<file path="src/logic/dmc_pkg.sv">
// Constants shared by the mode control register block and its mute ramp.
package dmc_pkg;
   // Frame layout of the 16-bit control word.
   localparam int FRM_RW_BIT     = 15;
   localparam int FRM_IDX_MSB    = 14;
   localparam int FRM_IDX_LSB    = 8;
   localparam int FRM_DATA_MSB   = 7;

   // Register indices.
   localparam logic [6:0] IDX_AUDIO_IF   = 7'h12;
   localparam logic [6:0] IDX_OUT_FILTER = 7'h13;
   localparam logic [6:0] IDX_OP_MODE    = 7'h14;
   localparam logic [6:0] IDX_ZERO_OUT   = 7'h15;
   localparam logic [6:0] IDX_ZERO_FLAG  = 7'h16;

   // Audio interface control fields.
   localparam int AIF_FMT_LSB    = 4;
   localparam int AIF_DMF_LSB    = 2;
   localparam int AIF_DME_BIT    = 1;
   localparam int AIF_MUTE_BIT   = 0;
   localparam logic [7:0] AIF_MASK  = 8'h7f;
   localparam logic [7:0] AIF_RESET = 8'h50;

   // Output filter control fields.
   localparam int OFC_REV_BIT    = 7;
   localparam int OFC_ATS_LSB    = 5;
   localparam int OFC_OPE_BIT    = 4;
   localparam int OFC_BYPASS_STEREO_SEL_BIT   = 2;
   localparam int OFC_FLT_BIT    = 1;
   localparam int OFC_INF_ZERO_MUTE_EN_BIT   = 0;
   localparam logic [7:0] OFC_MASK  = 8'hf7;
   localparam logic [7:0] OFC_RESET = 8'h00;

   // Operating mode control fields.
   localparam int OMC_SOFT_SYSTEM_RESET_BIT   = 6;
   localparam int OMC_STREAM_BIT = 5;
   localparam int OMC_FILTER_THROUGH_BIT   = 4;
   localparam int OMC_MONO_BIT   = 3;
   localparam int OMC_MONO_CHANNEL_SEL_BIT   = 2;
   localparam int OMC_OS_LSB     = 0;
   localparam logic [7:0] OMC_MASK  = 8'h3f;
   localparam logic [7:0] OMC_RESET = 8'h00;

   // Zero output enable fields.
   localparam int ZOE_DZ_LSB     = 1;
   localparam int ZOE_PCM_ZERO_FLAG_EN_BIT   = 0;
   localparam logic [7:0] ZOE_MASK  = 8'h07;
   localparam logic [7:0] ZOE_RESET = 8'h01;

   // De-emphasis rate codes.
   localparam logic [1:0] DMF_OFF    = 2'h0;
   localparam logic [1:0] DMF_48K    = 2'h1;
   localparam logic [1:0] DMF_44K1   = 2'h2;
   localparam logic [1:0] DMF_32K    = 2'h3;

   // Oversampling codes and the multipliers they select.
   localparam logic [1:0] OS_X64     = 2'h0;
   localparam logic [1:0] OS_X32     = 2'h1;
   localparam logic [1:0] OS_X128    = 2'h2;
   localparam logic [7:0] OSR_MUL_64  = 8'h40;
   localparam logic [7:0] OSR_MUL_32  = 8'h20;
   localparam logic [7:0] OSR_MUL_128 = 8'h80;

   // Highest legal audio format code; 110 and 111 are reserved.
   localparam logic [2:0] FMT_LAST_VALID = 3'h5;

   // Soft mute attenuator end points.
   localparam logic [7:0] MUTE_LVL_FULL = 8'hff;
   localparam logic [7:0] MUTE_LVL_OFF  = 8'h00;
endpackage

</file>
<file path="src/logic/dmc_mute_ramp.sv">
// Soft mute ramp: a 256-step attenuator paced by word clock edges.
`timescale 1ns/10ps
module dmc_mute_ramp
   import dmc_pkg::*;
(
   input  wire logic       clk,
   input  wire logic       reset,
   input  wire logic       soft_rst,
   input  wire logic       word_edge,
   input  wire logic [1:0] atten_step_rate,
   input  wire logic       mute_req,
   output logic [7:0]      level_r
);

   logic [2:0] div_r;
   logic [2:0] div_nxt;
   logic [2:0] mask;
   logic [7:0] level_nxt;
   logic       step;

   // Count word clocks; a step fires on every 1st, 2nd, 4th or 8th edge.
   always_comb begin
      unique case (atten_step_rate)
         2'h0: mask = 3'h0;
         2'h1: mask = 3'h1;
         2'h2: mask = 3'h3;
         2'h3: mask = 3'h7;
      endcase
      step = word_edge && ((div_r & mask) == mask);
      div_nxt = word_edge ? div_r + 3'h1 : div_r;
      level_nxt = level_r;
      // Ramp one step at a time so the output only jumps on a hard or soft reset.
      if (step) begin
         if (mute_req && level_r != MUTE_LVL_OFF) begin
            level_nxt = level_r - 8'h01;
         end else if (!mute_req && level_r != MUTE_LVL_FULL) begin
            level_nxt = level_r + 8'h01;
         end
      end
   end

   // Soft reset returns the ramp to full level like a hard reset.
   always_ff @(posedge clk) begin
      if (reset || soft_rst) begin
         div_r   <= 3'h0;
         level_r <= MUTE_LVL_FULL;
      end else begin
         div_r   <= div_nxt;
         level_r <= level_nxt;
      end
   end

endmodule // dmc_mute_ramp

</file>
<file path="src/logic/dmc_mode_regs.sv">
// Mode control registers of a stereo audio converter with decoded controls.
`timescale 1ns/10ps
module dmc_mode_regs
   import dmc_pkg::*;
(
   input  wire logic        clk,
   input  wire logic        reset,
   input  wire logic        frame_valid,
   input  wire logic [15:0] frame_word,
   input  wire logic        word_clock_in,
   input  wire logic        zero_det_left,
   input  wire logic        zero_det_right,
   output logic [7:0]       rd_data_r,
   output logic             rd_valid_r,
   output logic             soft_system_reset_r,
   output logic             deemph_active_r,
   output logic [1:0]       deemph_curve_r,
   output logic [1:0]       fir_perf_sel_r,
   output logic [7:0]       mute_level_r,
   output logic             phase_invert_r,
   output logic             output_disable_r,
   output logic             rolloff_sel_r,
   output logic             inf_zero_hold_r,
   output logic             stream_mode_r,
   output logic             filter_through_r,
   output logic             bypass_stereo_sel_r,
   output logic             mono_mode_r,
   output logic             mono_channel_sel_r,
   output logic [7:0]       osr_multiplier_r,
   output logic [1:0]       stream_bclk_sel_r,
   output logic             osr_reserved_r,
   output logic [2:0]       audio_format_sel_r,
   output logic             format_valid_r,
   output logic [1:0]       bitstream_zero_en_r,
   output logic             pcm_zero_flag_en_r
);

   ////////////////////////////////////////////////////////////////////////
   // Register file and frame decode.

   logic [7:0] aif_r;
   logic [7:0] aif_nxt;
   logic [7:0] ofc_r;
   logic [7:0] ofc_nxt;
   logic [7:0] omc_r;
   logic [7:0] omc_nxt;
   logic [7:0] zoe_r;
   logic [7:0] zoe_nxt;
   logic [7:0] rd_data_nxt;
   logic       rd_valid_nxt;
   logic       soft_system_reset_nxt;
   logic       is_read;
   logic       is_write;
   logic [6:0] idx;
   logic [7:0] wdata;

   // Decode the frame and update the addressed register.
   always_comb begin
      idx      = frame_word[FRM_IDX_MSB:FRM_IDX_LSB];
      wdata    = frame_word[FRM_DATA_MSB:0];
      is_read  = frame_valid && frame_word[FRM_RW_BIT];
      is_write = frame_valid && !frame_word[FRM_RW_BIT];
      aif_nxt  = aif_r;
      ofc_nxt  = ofc_r;
      omc_nxt  = omc_r;
      zoe_nxt  = zoe_r;
      // Only indices 0x12 to 0x15 take writes; 0x16 never does.
      if (is_write) begin
         unique case (idx)
            IDX_AUDIO_IF:   aif_nxt = wdata & AIF_MASK;
            IDX_OUT_FILTER: ofc_nxt = wdata & OFC_MASK;
            // The mask drops the reset bit, so it is never stored.
            IDX_OP_MODE:    omc_nxt = wdata & OMC_MASK;
            IDX_ZERO_OUT:   zoe_nxt = wdata & ZOE_MASK;
            default: ;
         endcase
      end
   end

   // Read answer and soft reset request for the frame of this cycle. A
   // write frame that meets the pulse is lost, so it cannot stretch the pulse.
   always_comb begin
      soft_system_reset_nxt     = is_write && !soft_system_reset_r
                     && (idx == IDX_OP_MODE)
                     && wdata[OMC_SOFT_SYSTEM_RESET_BIT];
      rd_valid_nxt = is_read;
      rd_data_nxt  = 8'h00;
      // Reads answer from stored state; reserved bits come back as zero.
      if (is_read) begin
         unique case (idx)
            IDX_AUDIO_IF:   rd_data_nxt = aif_r;
            IDX_OUT_FILTER: rd_data_nxt = ofc_r;
            IDX_OP_MODE:    rd_data_nxt = omc_r;
            IDX_ZERO_OUT:   rd_data_nxt = zoe_r;
            default:        rd_data_nxt = 8'h00;
         endcase
      end
   end

   // The soft reset pulse also restores every register default.
   always_ff @(posedge clk) begin
      if (reset || soft_system_reset_r) begin
         aif_r <= AIF_RESET;
         ofc_r <= OFC_RESET;
         omc_r <= OMC_RESET;
         zoe_r <= ZOE_RESET;
      end else begin
         aif_r <= aif_nxt;
         ofc_r <= ofc_nxt;
         omc_r <= omc_nxt;
         zoe_r <= zoe_nxt;
      end
   end

   // Read answer and reset pulse; the pulse lasts one cycle by design.
   always_ff @(posedge clk) begin
      if (reset) begin
         rd_data_r           <= 8'h00;
         rd_valid_r          <= 1'b0;
         soft_system_reset_r <= 1'b0;
      end else begin
         rd_data_r           <= rd_data_nxt;
         rd_valid_r          <= rd_valid_nxt;
         soft_system_reset_r <= soft_system_reset_nxt;
      end
   end

   ////////////////////////////////////////////////////////////////////////
   // Word clock edge and soft mute ramp.

   logic word_prev_r;
   logic word_prev_nxt;
   logic word_edge;

   // Input is synchronous to clk, so a single stage suffices for edges.
   // The stage resets low: a word clock that starts low gives no false
   // step after reset, one that starts high gives a false edge in the first cycle after reset.
   always_comb begin
      word_prev_nxt = word_clock_in;
      word_edge     = word_clock_in && !word_prev_r;
   end

   // Previous level of the word clock.
   always_ff @(posedge clk) begin
      if (reset) begin
         word_prev_r <= 1'b0;
      end else begin
         word_prev_r <= word_prev_nxt;
      end
   end

   dmc_mute_ramp u_ramp (
      .clk             (clk),
      .reset           (reset),
      .soft_rst        (soft_system_reset_r),
      .word_edge       (word_edge),
      .atten_step_rate (ofc_r[OFC_ATS_LSB+1:OFC_ATS_LSB]),
      .mute_req        (aif_r[AIF_MUTE_BIT]),
      .level_r         (mute_level_r)
   );

   ////////////////////////////////////////////////////////////////////////
   // Decoded mode outputs, each registered so ports come from flops.

   logic       stream;
   logic [1:0] deemph_rate_sel;
   logic [1:0] os;
   logic [2:0] fmt;
   logic       deemph_active_nxt;
   logic [1:0] deemph_curve_nxt;
   logic [1:0] fir_perf_sel_nxt;
   logic       inf_zero_hold_nxt;
   logic       mono_channel_sel_nxt;
   logic [7:0] osr_multiplier_nxt;
   logic [1:0] stream_bclk_sel_nxt;
   logic       osr_reserved_nxt;
   logic       format_valid_nxt;
   logic       phase_invert_nxt;
   logic       output_disable_nxt;
   logic       rolloff_sel_nxt;
   logic       bypass_stereo_sel_nxt;
   logic       stream_mode_nxt;
   logic       filter_through_nxt;
   logic       mono_mode_nxt;
   logic [2:0] audio_format_sel_nxt;
   logic [1:0] bitstream_zero_en_nxt;
   logic       pcm_zero_flag_en_nxt;

   // Decode the stored fields; stream mode changes the meaning of two.
   always_comb begin
      stream = omc_r[OMC_STREAM_BIT];
      deemph_rate_sel    = aif_r[AIF_DMF_LSB+1:AIF_DMF_LSB];
      os     = omc_r[OMC_OS_LSB+1:OMC_OS_LSB];
      fmt    = aif_r[AIF_FMT_LSB+2:AIF_FMT_LSB];
      // Rate code 00 disables de-emphasis even when the enable is set.
      deemph_active_nxt = !stream && aif_r[AIF_DME_BIT]
                          && (deemph_rate_sel != DMF_OFF);
      deemph_curve_nxt  = stream ? DMF_OFF : deemph_rate_sel;
      fir_perf_sel_nxt  = stream ? deemph_rate_sel : 2'h0;
      // Hold only while both channels see zero and stream mode is off.
      inf_zero_hold_nxt = ofc_r[OFC_INF_ZERO_MUTE_EN_BIT] && !stream
                          && zero_det_left && zero_det_right;
      mono_channel_sel_nxt = omc_r[OMC_MONO_BIT]
                             && omc_r[OMC_MONO_CHANNEL_SEL_BIT];
      osr_reserved_nxt   = 1'b0;
      osr_multiplier_nxt = OSR_MUL_64;
      unique case (os)
         OS_X64:  osr_multiplier_nxt = OSR_MUL_64;
         OS_X32:  osr_multiplier_nxt = OSR_MUL_32;
         OS_X128: osr_multiplier_nxt = OSR_MUL_128;
         default: osr_reserved_nxt   = 1'b1;
      endcase
      // In stream mode the multiplier is replaced by a bit clock select.
      if (stream) begin
         osr_multiplier_nxt = 8'h00;
      end
      stream_bclk_sel_nxt = stream ? os : 2'h0;
      format_valid_nxt    = (fmt <= FMT_LAST_VALID);
      // Plain copies of single controls; the converter reads them as is.
      phase_invert_nxt      = ofc_r[OFC_REV_BIT];
      output_disable_nxt    = ofc_r[OFC_OPE_BIT];
      rolloff_sel_nxt       = ofc_r[OFC_FLT_BIT];
      bypass_stereo_sel_nxt = ofc_r[OFC_BYPASS_STEREO_SEL_BIT];
      stream_mode_nxt       = stream;
      filter_through_nxt    = omc_r[OMC_FILTER_THROUGH_BIT];
      mono_mode_nxt         = omc_r[OMC_MONO_BIT];
      audio_format_sel_nxt  = fmt;
      bitstream_zero_en_nxt = zoe_r[ZOE_DZ_LSB+1:ZOE_DZ_LSB];
      pcm_zero_flag_en_nxt  = zoe_r[ZOE_PCM_ZERO_FLAG_EN_BIT];
   end

   // Register every decoded output; ports lag the stored fields by one.
   always_ff @(posedge clk) begin
      if (reset) begin
         deemph_active_r     <= 1'b0;
         deemph_curve_r      <= DMF_OFF;
         fir_perf_sel_r      <= 2'h0;
         phase_invert_r      <= 1'b0;
         output_disable_r    <= 1'b0;
         rolloff_sel_r       <= 1'b0;
         inf_zero_hold_r     <= 1'b0;
         stream_mode_r       <= 1'b0;
         filter_through_r    <= 1'b0;
         bypass_stereo_sel_r <= 1'b0;
         mono_mode_r         <= 1'b0;
         mono_channel_sel_r  <= 1'b0;
         osr_multiplier_r    <= OSR_MUL_64;
         stream_bclk_sel_r   <= 2'h0;
         osr_reserved_r      <= 1'b0;
         audio_format_sel_r  <= AIF_RESET[AIF_FMT_LSB+2:AIF_FMT_LSB];
         format_valid_r      <= 1'b1;
         bitstream_zero_en_r <= 2'h0;
         pcm_zero_flag_en_r  <= ZOE_RESET[ZOE_PCM_ZERO_FLAG_EN_BIT];
      end else begin
         deemph_active_r     <= deemph_active_nxt;
         deemph_curve_r      <= deemph_curve_nxt;
         fir_perf_sel_r      <= fir_perf_sel_nxt;
         phase_invert_r      <= phase_invert_nxt;
         output_disable_r    <= output_disable_nxt;
         rolloff_sel_r       <= rolloff_sel_nxt;
         inf_zero_hold_r     <= inf_zero_hold_nxt;
         stream_mode_r       <= stream_mode_nxt;
         filter_through_r    <= filter_through_nxt;
         bypass_stereo_sel_r <= bypass_stereo_sel_nxt;
         mono_mode_r         <= mono_mode_nxt;
         mono_channel_sel_r  <= mono_channel_sel_nxt;
         osr_multiplier_r    <= osr_multiplier_nxt;
         stream_bclk_sel_r   <= stream_bclk_sel_nxt;
         osr_reserved_r      <= osr_reserved_nxt;
         audio_format_sel_r  <= audio_format_sel_nxt;
         format_valid_r      <= format_valid_nxt;
         bitstream_zero_en_r <= bitstream_zero_en_nxt;
         pcm_zero_flag_en_r  <= pcm_zero_flag_en_nxt;
      end
   end

endmodule // dmc_mode_regs

</file>
<file path="config.mk">
export PLATFORM = sky130hd
export DESIGN_NAME = dmc_mode_regs
export DESIGN_NICKNAME = d
export VERILOG_FILES = /design/src/logic/dmc_pkg.sv /design/src/logic/dmc_mute_ramp.sv /design/src/logic/dmc_mode_regs.sv
export SDC_FILE = /design/constraint.sdc
export NUM_CORES = 1
export LEC_CHECK = 0
export BUFFER_PORTS_ARGS = -buffer_cell sky130_fd_sc_hd__buf_4
export CAP_MARGIN = 20
export CORE_ASPECT_RATIO = 1.75
export CORE_MARGIN = 8
export CORE_UTILIZATION = 43
export DETAILED_ROUTE_END_ITERATION = 7
export PLACE_DENSITY = 0.66
export REMOVE_ABC_BUFFERS = 1
export SYNTH_ARGS = -nofsm -noshare
export SYNTH_HDL_FRONTEND = slang
export SYNTH_HIERARCHICAL = 1
export SYNTH_SLANG_ARGS = --single-unit
</file>
<file path="constraint.sdc">
create_clock -name clk -period 3 [get_ports clk]
set_clock_uncertainty 0.2 [all_clocks]
set_input_delay 0.15 -clock clk [delete_from_list [all_inputs] [get_ports clk]]
set_output_delay 0.15 -clock clk [all_outputs]
set_load 0.05 [all_outputs]
</file>
==> out/results.txt, run 1 <==
status: finished, final reports clean
sequential power share: 0.398
#FFs+latches synth: 72
Root Buffer: clkbuf_16
top cell type's share of synthesized area: 0.484
Peak Freq: 380 MHz
CP endpoint kind: flip-flop
first-pass GRT wire length: 11800 um
io pins: 72
Startpoint Class: flip-flop
port bufs: 66
Post-Synth Simple-Gate Area: 0.218
leading cell type in the layout, fill and taps excluded: dfxtp_1
Largest stage delay, worst path: 0.45 ns
Post-Syn Area: 2980 um2
Worst Path Arrival: 2.68 ns
die area: 9950 um2
CTS clk-pin slew, worst paths: 0.05 ns
ranking of synthesized cells by area: dfxtp_1 48%, mux2i_1 8.4%, nand2_1 5.2%
Die X: 78.9 um
Final WS setup: 0.371 ns
Syn Area/Cell: 10.0 um2
Adder-Cell Fraction of Synth Area: 0.0487
DRC: 0
DP Wirelength: 5430 um
Reg2Reg Setup Slack: 0.37 ns
Compound-Gate Fraction of Synth Area: 0.110
Via Count: 2421
ys async rst share: 0
Power Density: 652 nW/um2
drt pass-1 iters: 4
ANT cells: 0
Final min period: 2.63 ns
initial antenna violation count: 0
Inst Count DP: 440
Slew Viols, Final: 0
grt ovf: 0
die height: 126 um
switch share: 0.287
CP cell instances: nor4_2, a21boi_2, ha_1, a211oi_1, o21ai_1, a31oi_1, mux2i_1, mux2i_1
hold crit path type: primary input to flip-flop
final hold violation count: 0
post-synth cell types: 48
biggest area consumer among synthesized cells: dfxtp_1
slew of the pin with the lowest slew margin: 0.831 ns
worst slack, placed: 0.399 ns
largest family of logic cells by synthesized area: simple AND/OR/NAND/NOR gates
Synth Instances: 297
Non-Filler Instances: 474
Peak supply drop: 0.451 mV
final setup fails: 0
xor/xnor share of the synthesized area: 0.0147
Setup TNS: 0 ns
GPL Wtd Cong: 0.830
LEAKAGE: 1.77 nW
Post-Route WL: 7400 um
nets: 420
RSZ-0062 raised after global routing: false
area grow syn2layout: 35.1%
share of cells above drive strength 1: 0.249
Final Total Pwr: 2.62 mW
clk_lat worst skew: 0.33 ns
core area: 6810 um2
sequential share of the synthesized area: 0.484
post-route clock period utilization: 0.876
post-CTS sizing: 0
wire per inst: 15.6 um
CTS buffer count: 9
Gate power share: 0.209
hold slack: 0.0386 ns
Iter 0 DRT Violations: 85
post-route ant nets: 0
Post-synth EDFFs: 0
Sw Pwr: 752 uW
Bufs on Longest Clock Path: 2
Starting Density: 0.438
Top cell by count, worst path: mux2i_1
post-synthesis mux area share: 0.0840
Relative slew margins: 0.445
H-Tree Depth: 3
num rows: 40
Slowest cell on crit path: dfxtp_1
vias in the first global route: 2525
clk sinks: 72
Synth Warn #: 6
Int Pwr: 1.87 mW
share of total power in the clock network: 0.393
Total Routing Usage GR: 0.151
Primary FF master, synth: dfxtp_1
MaxCap Viol Count: 0
CTS tree: done
vias per inst: 5.11
WS Path Type: flip-flop to flip-flop
Worst EP required: 3.05 ns
most frequent cells in the layout: 72 x dfxtp_1, 70 x buf_4, 41 x nand2_1
Post-CTS Setup Repair Bufs: 0
largest net degree at the start of global routing: 30
Max Fanout on Critical Path: 9
-- final cells by class --
| cell class | instances | area [um2] |
|---|---|---|
| Clock buffer | 11 | 243 |
| Clock inverter | 3 | 43.8 |
| Fill cell | 601 | 2780 |
| Inverter | 8 | 30.0 |
| Multi-Input combinational cell | 206 | 1440 |
| Sequential cell | 72 | 1440 |
| Tap cell | 84 | 105 |
| Timing Repair Buffer | 90 | 726 |
-- path summary, 6_finish.rpt --
path / startpoint / end / cells past startpoint
setup / recovery: u_ramp/level_r[1] / u_ramp/level_r[7] / 8
hold / removal: frame_word[10] / rd_data_r[4] / 4
setup reg to reg: u_ramp/level_r[1] / u_ramp/level_r[7] / 8
hold reg to reg: aif_r[6] / format_valid_r / 1
-- cell families (layout without fill, tap and decap cells) --
kind of cell    Yosys count  after routing
xor+xnor                  5              5
simple gates            115            115
buf+inv                  23            112
other cells               1              5
flops                    72             72
compound gates           45             45
fa+ha+maj                11             11
mux                      25             25
-- worst max-delay path: cells and delay by family, from the launching register on --
kind | cells | cell delay (ns)
flops | 1 | 0.45
simple gates | 1 | 0.09
mux | 2 | 0.45
fa+ha+maj | 1 | 0.34
compound gates | 4 | 1.02
-- synth_stat cells, types with 2 or more instances --
cell type	n
nor3_1	14
buf_4	6
nor4_1	2
nor2_1	7
dfxtp_1	72
o21ai_1	2
and3b_1	2
a21o_1	5
buf_2	2
inv_1	7
mux2i_1	25
a22oi_1	4
o311ai_1	3
o21ai_0	3
a221oi_1	3
nand2_1	41
o21a_1	5
clkbuf_1	6
nand3b_1	4
nand3_2	2
xor2_1	2
ha_1	10
nor2b_1	16
and4_1	3
a21oi_1	5
a31oi_1	3
a211oi_1	4
and2_1	8
xnor2_1	3
o211ai_1	5
nand3_1	3
or2_2	3
nor4_2	2
-- flip-flops by register name (all words and copies together) (netlist names), 3 cells and up --
| register | count |
|---|---|
| aif_r | 7 |
| audio_format_sel_r | 3 |
| ofc_r | 7 |
| omc_r | 6 |
| osr_multiplier_r | 3 |
| rd_data_r | 8 |
| u_ramp/div_r | 3 |
| u_ramp/level_r | 8 |
| zoe_r | 3 |
-- timing repair --
action,in CTS,in global routing
hold buffers,20,0
hold endpoints to repair,35,0
endpoints found under the setup margin,0,0
-- through the flow --
step | instance area [um2] | utilization
after CTS | 4020 | 0.591
after global placement | 3540 | 0.520
after global routing | 4020 | 0.591
after floorplan | 2900 | -
after detailed placement | 3540 | 0.520
final | 4020 | 0.591
-- power groups by stage --
stage	clock, mW	combinational, mW	sequential (mW)
finish	1.03	0.550	1.04
global route	1.08	0.592	1.05
CTS	1.05	0.551	1.04
detailed placement	0	0.531	1.06
global placement	0	0.523	1.06
floorplan	0	0.278	1.16
-- metal layers --
metal / global-route usage / up-vias / share of wire
met5: 0 / - / 0
met4: 0.0790 / 0 / 0.019
met3: 0.0349 / 7 / 0.033
met2: 0.286 / 46 / 0.57
met1: 0.142 / 1155 / 0.38
li1: - / 1213 / -
Power figures use the tool's default switching activity.
==> run 2, diff against run 1 <==
--- a/config.mk
+++ b/config.mk
@@ -11,7 +11,8 @@
 export CORE_MARGIN = 8
 export CORE_UTILIZATION = 43
 export DETAILED_ROUTE_END_ITERATION = 7
-export PLACE_DENSITY = 0.66
+export PLACE_DENSITY = 0.72
+export RECOVER_POWER = 25
 export REMOVE_ABC_BUFFERS = 1
 export SYNTH_ARGS = -nofsm -noshare
 export SYNTH_HDL_FRONTEND = slang
==> out/results.txt, run 2 (synthesis gave the netlist of run 1 again) <==
status: finished, final reports clean
Setup TNS: 0 ns (unchanged)
Worst EP required: 3.02 ns (-0.03 ns)
nets: 419 (-0.24%)
clk sinks: 72 (unchanged)
Startpoint Class: flip-flop
die height: 126 um (unchanged)
post-CTS sizing: 0 (unchanged)
# fillers: 624 (+3.8%)
CTS buffer count: 9 (unchanged)
most frequent cells in the layout: 72 x dfxtp_1, 57 x buf_4, 41 x nand2_1
core area: 6810 um2 (unchanged)
LEAKAGE: 1.72 nW (-2.6%)
initial antenna violation count: 0 (unchanged)
Peak supply drop: 0.560 mV (+24%)
share of cells above drive strength 1: 0.212 (-0.0364)
io pins: 72 (unchanged)
met1 GRT Util: 0.162 (+0.0200)
hold crit path type: primary input to flip-flop
RSZ-0062 raised after global routing: false
Starting Density: 0.438 (unchanged)
final hold violation count: 0 (unchanged)
Via Count: 2478 (+2.4%)
hold endpoint: aif_r[6]
Max Fanout on Critical Path: 9 (unchanged)
vias per inst: 5.22 (+2.1%)
Non-Filler Instances: 475 (+0.21%)
largest net degree at the start of global routing: 30 (unchanged)
Final WS setup: 0.415 ns (+0.0437 ns)
Multi-input gate area: 1430 um2 (-0.17%)
Inst Count DP: 440 (unchanged)
Worst Hold Depth: 4 (unchanged)
Post-Route WL: 7360 um (-0.62%)
Iter 0 DRT Violations: 90 (+5.9%)
DP Wirelength: 5410 um (-0.48%)
MaxCap Viol Count: 0 (unchanged)
Power Density: 679 nW/um2 (+4.1%)
H-Tree Depth: 3 (unchanged)
die area: 9950 um2 (unchanged)
Post-CTS Setup Repair Bufs: 0 (unchanged)
CTS clk-pin slew, worst paths: 0.05 ns (about the same)
worst r2r src: u_ramp/level_r[1]
GPL Wtd Cong: 0.796 (-4.1%)
WS Path Type: flip-flop to flip-flop
post-route ant nets: 0 (unchanged)
Total Routing Usage GR: 0.154 (+0.00344)
ANT cells: 0 (unchanged)
grt ovf: 0 (unchanged)
num rows: 40 (unchanged)
Relative slew margins: 0.589 (+0.143)
Root Buffer: clkbuf_16
area grow syn2layout: 34.0%
leading cell type in the layout, fill and taps excluded: dfxtp_1
vias in the first global route: 2521 (-0.16%)
Reg2Reg Setup Slack: 0.41 ns (+0.04 ns)
wire per inst: 15.5 um (-0.83%)
Final min period: 2.59 ns (-0.0437 ns)
drt pass-1 iters: 4 (unchanged)
first-pass GRT wire length: 12100 um (+2.3%)
Reg2Reg Depth: 8 (unchanged)
Worst Path Arrival: 2.61 ns (-0.07 ns)
Die X: 78.9 um (unchanged)
Sequential cell area: 1440 um2 (unchanged)
worst slack, placed: 0.420 ns (+0.0210 ns)
Slew Viols, Final: 0 (unchanged)
final setup fails: 0 (unchanged)
hold_sp: frame_word[13]
DRC: 0 (unchanged)
Reg2Reg Capture Point: u_ramp/level_r[6]
Bufs on Longest Clock Path: 2 (unchanged)
clk_lat worst skew: 0.33 ns (about the same)
CTS tree: done
port bufs: 66 (unchanged)
slew of the pin with the lowest slew margin: 0.614 ns (-0.216 ns)
met3 usage: 0.0313 (-0.00356)
post-route clock period utilization: 0.862 (-0.0146)
Largest regs: rd_data_r x8, u_ramp/level_r x8
global-route track usage on met2: 0.272 (-0.0147)
GRT Max-Usage Layer: met2
CP endpoint kind: flip-flop
Peak Freq: 387 MHz (+1.7%)
[run 2: worst max path at each step]
stage / startpoint / end / slack [ns]
2_1_floorplan: u_ramp/level_r[1] / u_ramp/level_r[6] / 0.31
3_3_place_gp: u_ramp/level_r[0] / u_ramp/level_r[7] / 0.45
3_5_place_dp: u_ramp/level_r[1] / u_ramp/level_r[6] / 0.42
4_1_cts: u_ramp/level_r[1] / u_ramp/level_r[6] / 0.40
5_1_grt: u_ramp/level_r[5] / u_ramp/level_r[7] / 0.24
6_report: u_ramp/level_r[1] / u_ramp/level_r[6] / 0.41
[run 2: critical path, stage by stage, from the launching register on]
cell      delay (ns)
dfxtp_1         0.43
nor4_2          0.09
a21boi_2        0.38
ha_1            0.35
nor2b_4         0.15
o31a_1          0.26
o21a_1          0.19
o21a_1          0.17
o311ai_1        0.27
[run 2: area by class of cell]
cell class                      instances  area share
Clock buffer                           13      0.0627
Sequential cell                        72       0.361
Clock inverter                          3      0.0163
Multi-Input combinational cell        206       0.359
Tap cell                               84      0.0263
Timing Repair Buffer                   89       0.167
Inverter                                8     0.00752
[run 2: stage by stage]
step           instance area, um2  hold slack (ns)  power (mW)  utilization
2_1_floorplan                2900           0.0167        1.44            -
3_3_place_gp                 3530            0.172        1.59        0.519
3_5_place_dp                 3530            0.207        1.59        0.519
4_1_cts                      4040           0.0141        2.73        0.594
5_1_grt                      3990           0.0635        2.82        0.586
6_report                     3990           0.0226        2.71        0.586
[run 2: where the power goes]
part | total (mW) | leakage, nW | internal, mW | switching (mW)
Sequential | 1.04 | 0.583 | 0.992 | 0.0500
Combinational | 0.546 | 0.985 | 0.222 | 0.323
Clock | 1.12 | 0.154 | 0.749 | 0.372
Total | 2.71 | 1.72 | 1.96 | 0.745
[run 2: timing repair]
action                                 4_1_cts  5_1_grt
setup endpoints to repair                    0        0
endpoints found under the hold margin       34        0
hold buffers                                19        0
[run 2: layer usage]
metal	vias up	wire, um
met2	72	3990
met4	0	162
met1	1176	2890
met5	-	0
met3	14	317
li1	1216	-
==> run 3, diff against run 2 <==
--- a/config.mk
+++ b/config.mk
@@ -11,10 +11,9 @@
 export CORE_MARGIN = 8
 export CORE_UTILIZATION = 43
 export DETAILED_ROUTE_END_ITERATION = 7
-export PLACE_DENSITY = 0.72
+export PLACE_DENSITY = 0.73
 export RECOVER_POWER = 25
 export REMOVE_ABC_BUFFERS = 1
 export SYNTH_ARGS = -nofsm -noshare
 export SYNTH_HDL_FRONTEND = slang
-export SYNTH_HIERARCHICAL = 1
 export SYNTH_SLANG_ARGS = --single-unit
==> out/results.txt, run 3 <==
DP Wirelength: 5050 um (-6.7%)
Total Routing Usage GR: 0.155 (+0.000637)
placed cell area: 3450 um2 (-2.5%)
Via Count: 2320 (-6.4%)
drt pass-1 iters: 4 (unchanged)
Startpoint Class: flip-flop
num rows: 39 (-2.5%)
biggest area consumer among synthesized cells: dfxtp_1
sequential share of the synthesized area: 0.498 (+0.0142)
nets: 403 (-3.8%)
Gate power share: 0.179 (-0.022)
Relative slew margins: 0.284 (-0.305)
Bufs on Longest Clock Path: 2 (unchanged)
Setup TNS: 0 ns (unchanged)
MaxCap Viol Count: 0 (unchanged)
post-route ant nets: 0 (unchanged)
sequential power share: 0.363 (-0.022)
clk_lat worst skew: 0.34 ns (about the same)
most frequent cells in the layout: 72 x dfxtp_1, 56 x buf_4, 35 x nor2_1
ANT cells: 0 (unchanged)
Sw Pwr: 740 uW (-0.71%)
ys async rst share: 0 (unchanged)
H-Tree Depth: 3 (unchanged)
GPL Wtd Cong: 0.770 (-3.3%)
post-route clock period utilization: 0.913 (+0.0515)
post-route cell area: 3910 um2 (-2.0%)
leading cell type in the layout, fill and taps excluded: dfxtp_1
slew of the pin with the lowest slew margin: 1.07 ns (+0.460 ns)
RSZ-0062 raised after global routing: false
Slew Viols, Final: 0 (unchanged)
Die X: 78 um (-1.1%)
Starting Density: 0.442 (+0.00490)
ranking of synthesized cells by area: dfxtp_1 50%, mux2i_1 10%, nor2_1 4.5%
share of cells above drive strength 1: 0.216 (+0.00372)
vias in the first global route: 2427 (-3.7%)
CTS clk-pin slew, worst paths: 0.06 ns (about the same)
Root Buffer: clkbuf_16
DRC: 0 (unchanged)
Power Density: 729 nW/um2 (+7.4%)
Peak Freq: 365 MHz (-5.6%)
final hold violation count: 0 (unchanged)
CTS buffer count: 9 (unchanged)
Post-Synth Simple-Gate Area: 0.189 (-0.0282)
die height: 125 um (-1.3%)
Synth Instances: 285 (-4.0%)
Post-Syn Area: 2890 um2 (-2.9%)
#FFs+latches synth: 72 (unchanged)
post-CTS sizing: 0 (unchanged)
switch share: 0.259 (-0.0156)
io pins: 72 (unchanged)
Max Fanout on Critical Path: 6 (-3)
post-synth cell types: 45 (-6.3%)
die area: 9710 um2 (-2.4%)
Final Total Pwr: 2.85 mW (+5.3%)
Synth Warn #: 0 (-6)
# fillers: 582 (-6.7%)
core area: 6540 um2 (-3.9%)
Iter 0 DRT Violations: 100 (+11%)
LEAKAGE: 1.70 nW (-1.0%)
xor/xnor share of the synthesized area: 0.0182 (+0.00346)
Primary FF master, synth: dfxtp_1
post-synthesis mux area share: 0.108 (+0.0241)
Inst Count DP: 426 (-3.2%)
top cell type's share of synthesized area: 0.498 (+0.0142)
port bufs: 66 (unchanged)
largest net degree at the start of global routing: 27 (-10%)
largest family of logic cells by synthesized area: simple AND/OR/NAND/NOR gates
Post-Route WL: 7180 um (-2.4%)
Largest stage delay, worst path: 0.36 ns (-0.07 ns)
Non-Filler Instances: 457 (-3.8%)
clk sinks: 72 (unchanged)
share of total power in the clock network: 0.458 (+0.044)
first-pass GRT wire length: 12000 um (-1.3%)
Compound-Gate Fraction of Synth Area: 0.0930 (-0.0167)
Top cell by count, worst path: mux2i_1
most common cell in the netlist: dfxtp_1
wire per inst: 15.7 um (+1.4%)
grt ovf: 0 (unchanged)
Worst EP required: 3.06 ns (+0.04 ns)
CP endpoint kind: flip-flop
hold crit path type: primary input to flip-flop
Adder-Cell Fraction of Synth Area: 0.0502 (+0.00143)
vias per inst: 5.08 (-2.7%)
initial antenna violation count: 0 (unchanged)
Int Pwr: 2.11 mW (+7.5%)
Peak supply drop: 0.489 mV (-13%)
Post-CTS Setup Repair Bufs: 0 (unchanged)
CTS tree: done
Syn Area/Cell: 10.2 um2 (+1.2%)
Post-synth EDFFs: 0 (unchanged)
area grow syn2layout: 35.3%
Slowest cell on crit path: dfxtp_1
synth cell count leaders: 72 x dfxtp_1, 35 x nor2_1, 29 x mux2i_1, 17 x nor2b_1, 13 x nand2_1
Largest regs: rd_data_r x8, u_ramp.level_r x8
Worst Path Arrival: 2.80 ns (+0.19 ns)
CP cell instances: nor4_1, a21boi_0, buf_4, ha_1, a211oi_1, o21ai_0, a31oi_1, mux2i_1, mux2i_1
status: finished, final reports clean
Final min period: 2.74 ns (+0.154 ns)
final setup fails: 0 (unchanged)
WS Path Type: flip-flop to flip-flop
## run 3: power by group through the flow
stage                     registers [mW]  logic (mW)  clock network [mW]
after floorplan                     1.15       0.247                   0
after global placement              1.05       0.495                   0
after detailed placement            1.05       0.498                   0
after CTS                           1.04       0.517                1.32
after global routing                1.04       0.559                1.36
final                               1.04       0.511                1.31
## run 3: routing by layer
layer | GRT usage | routed length (um) | up-vias
li1 | - | - | 1137
met1 | 0.149 | 2690 | 1092
met4 | 0.0867 | 266 | 0
met3 | 0.0549 | 491 | 21
met2 | 0.274 | 3730 | 70
met5 | 0 | 0 | -
## run 3: kinds of logic (layout without fill, tap and decap cells)
family / count (synthesis) / after routing
muxes: 31 / 31
AOI/OAI and AO/OA: 38 / 38
and+or+nand+nor: 103 / 103
xor gates and xnor gates: 6 / 6
adders and majority gates: 11 / 11
DFF: 72 / 72
other: 1 / 5
buffers and inverters: 23 / 109
## run 3: final cells by class
cell class / count / area [um2] / share of cell area
Clock buffer: 10 / 239 / 0.0611
Sequential cell: 72 / 1440 / 0.368
Tap cell: 82 / 103 / 0.0262
Timing Repair Buffer: 85 / 623 / 0.159
Multi-Input combinational cell: 194 / 1350 / 0.344
Clock inverter: 6 / 130 / 0.0333
Inverter: 8 / 30.0 / 0.00768
## run 3: critical path, delay by kind of cell, from the launching register on
family / cells / cell delay, ns
AOI/OAI and AO/OA: 4 / 0.87
muxes: 2 / 0.48
DFF: 1 / 0.36
and+or+nand+nor: 1 / 0.29
adders and majority gates: 1 / 0.29
buffers and inverters: 1 / 0.18
## run 3: timing repair
item / 4_1_cts / 5_1_grt
hold buffers: 15 / 0
endpoints found under the setup margin: 0 / 0
hold endpoints to repair: 37 / 0
## run 3: final timing paths
check / start / to / slack, ns / depth (start not counted)
max reg2reg: u_ramp.level_r[1] / u_ramp.level_r[7] / 0.26 / 9
min reg2reg: aif_r[6] / format_valid_r / 0.24 / 1
min: frame_word[8] / rd_data_r[0] / 0.01 / 3
max: u_ramp.level_r[1] / u_ramp.level_r[7] / 0.26 / 9
## run 3: per-stage QoR
step	hold slack, ns	util	worst slack [ns]
after floorplan	0.0211	-	-0.0218
after detailed placement	0.181	0.527	0.323
after CTS	0.00329	0.606	0.214
after global placement	0.179	0.527	0.400
final	0.0104	0.598	0.260
after global routing	0.00939	0.598	0.0266
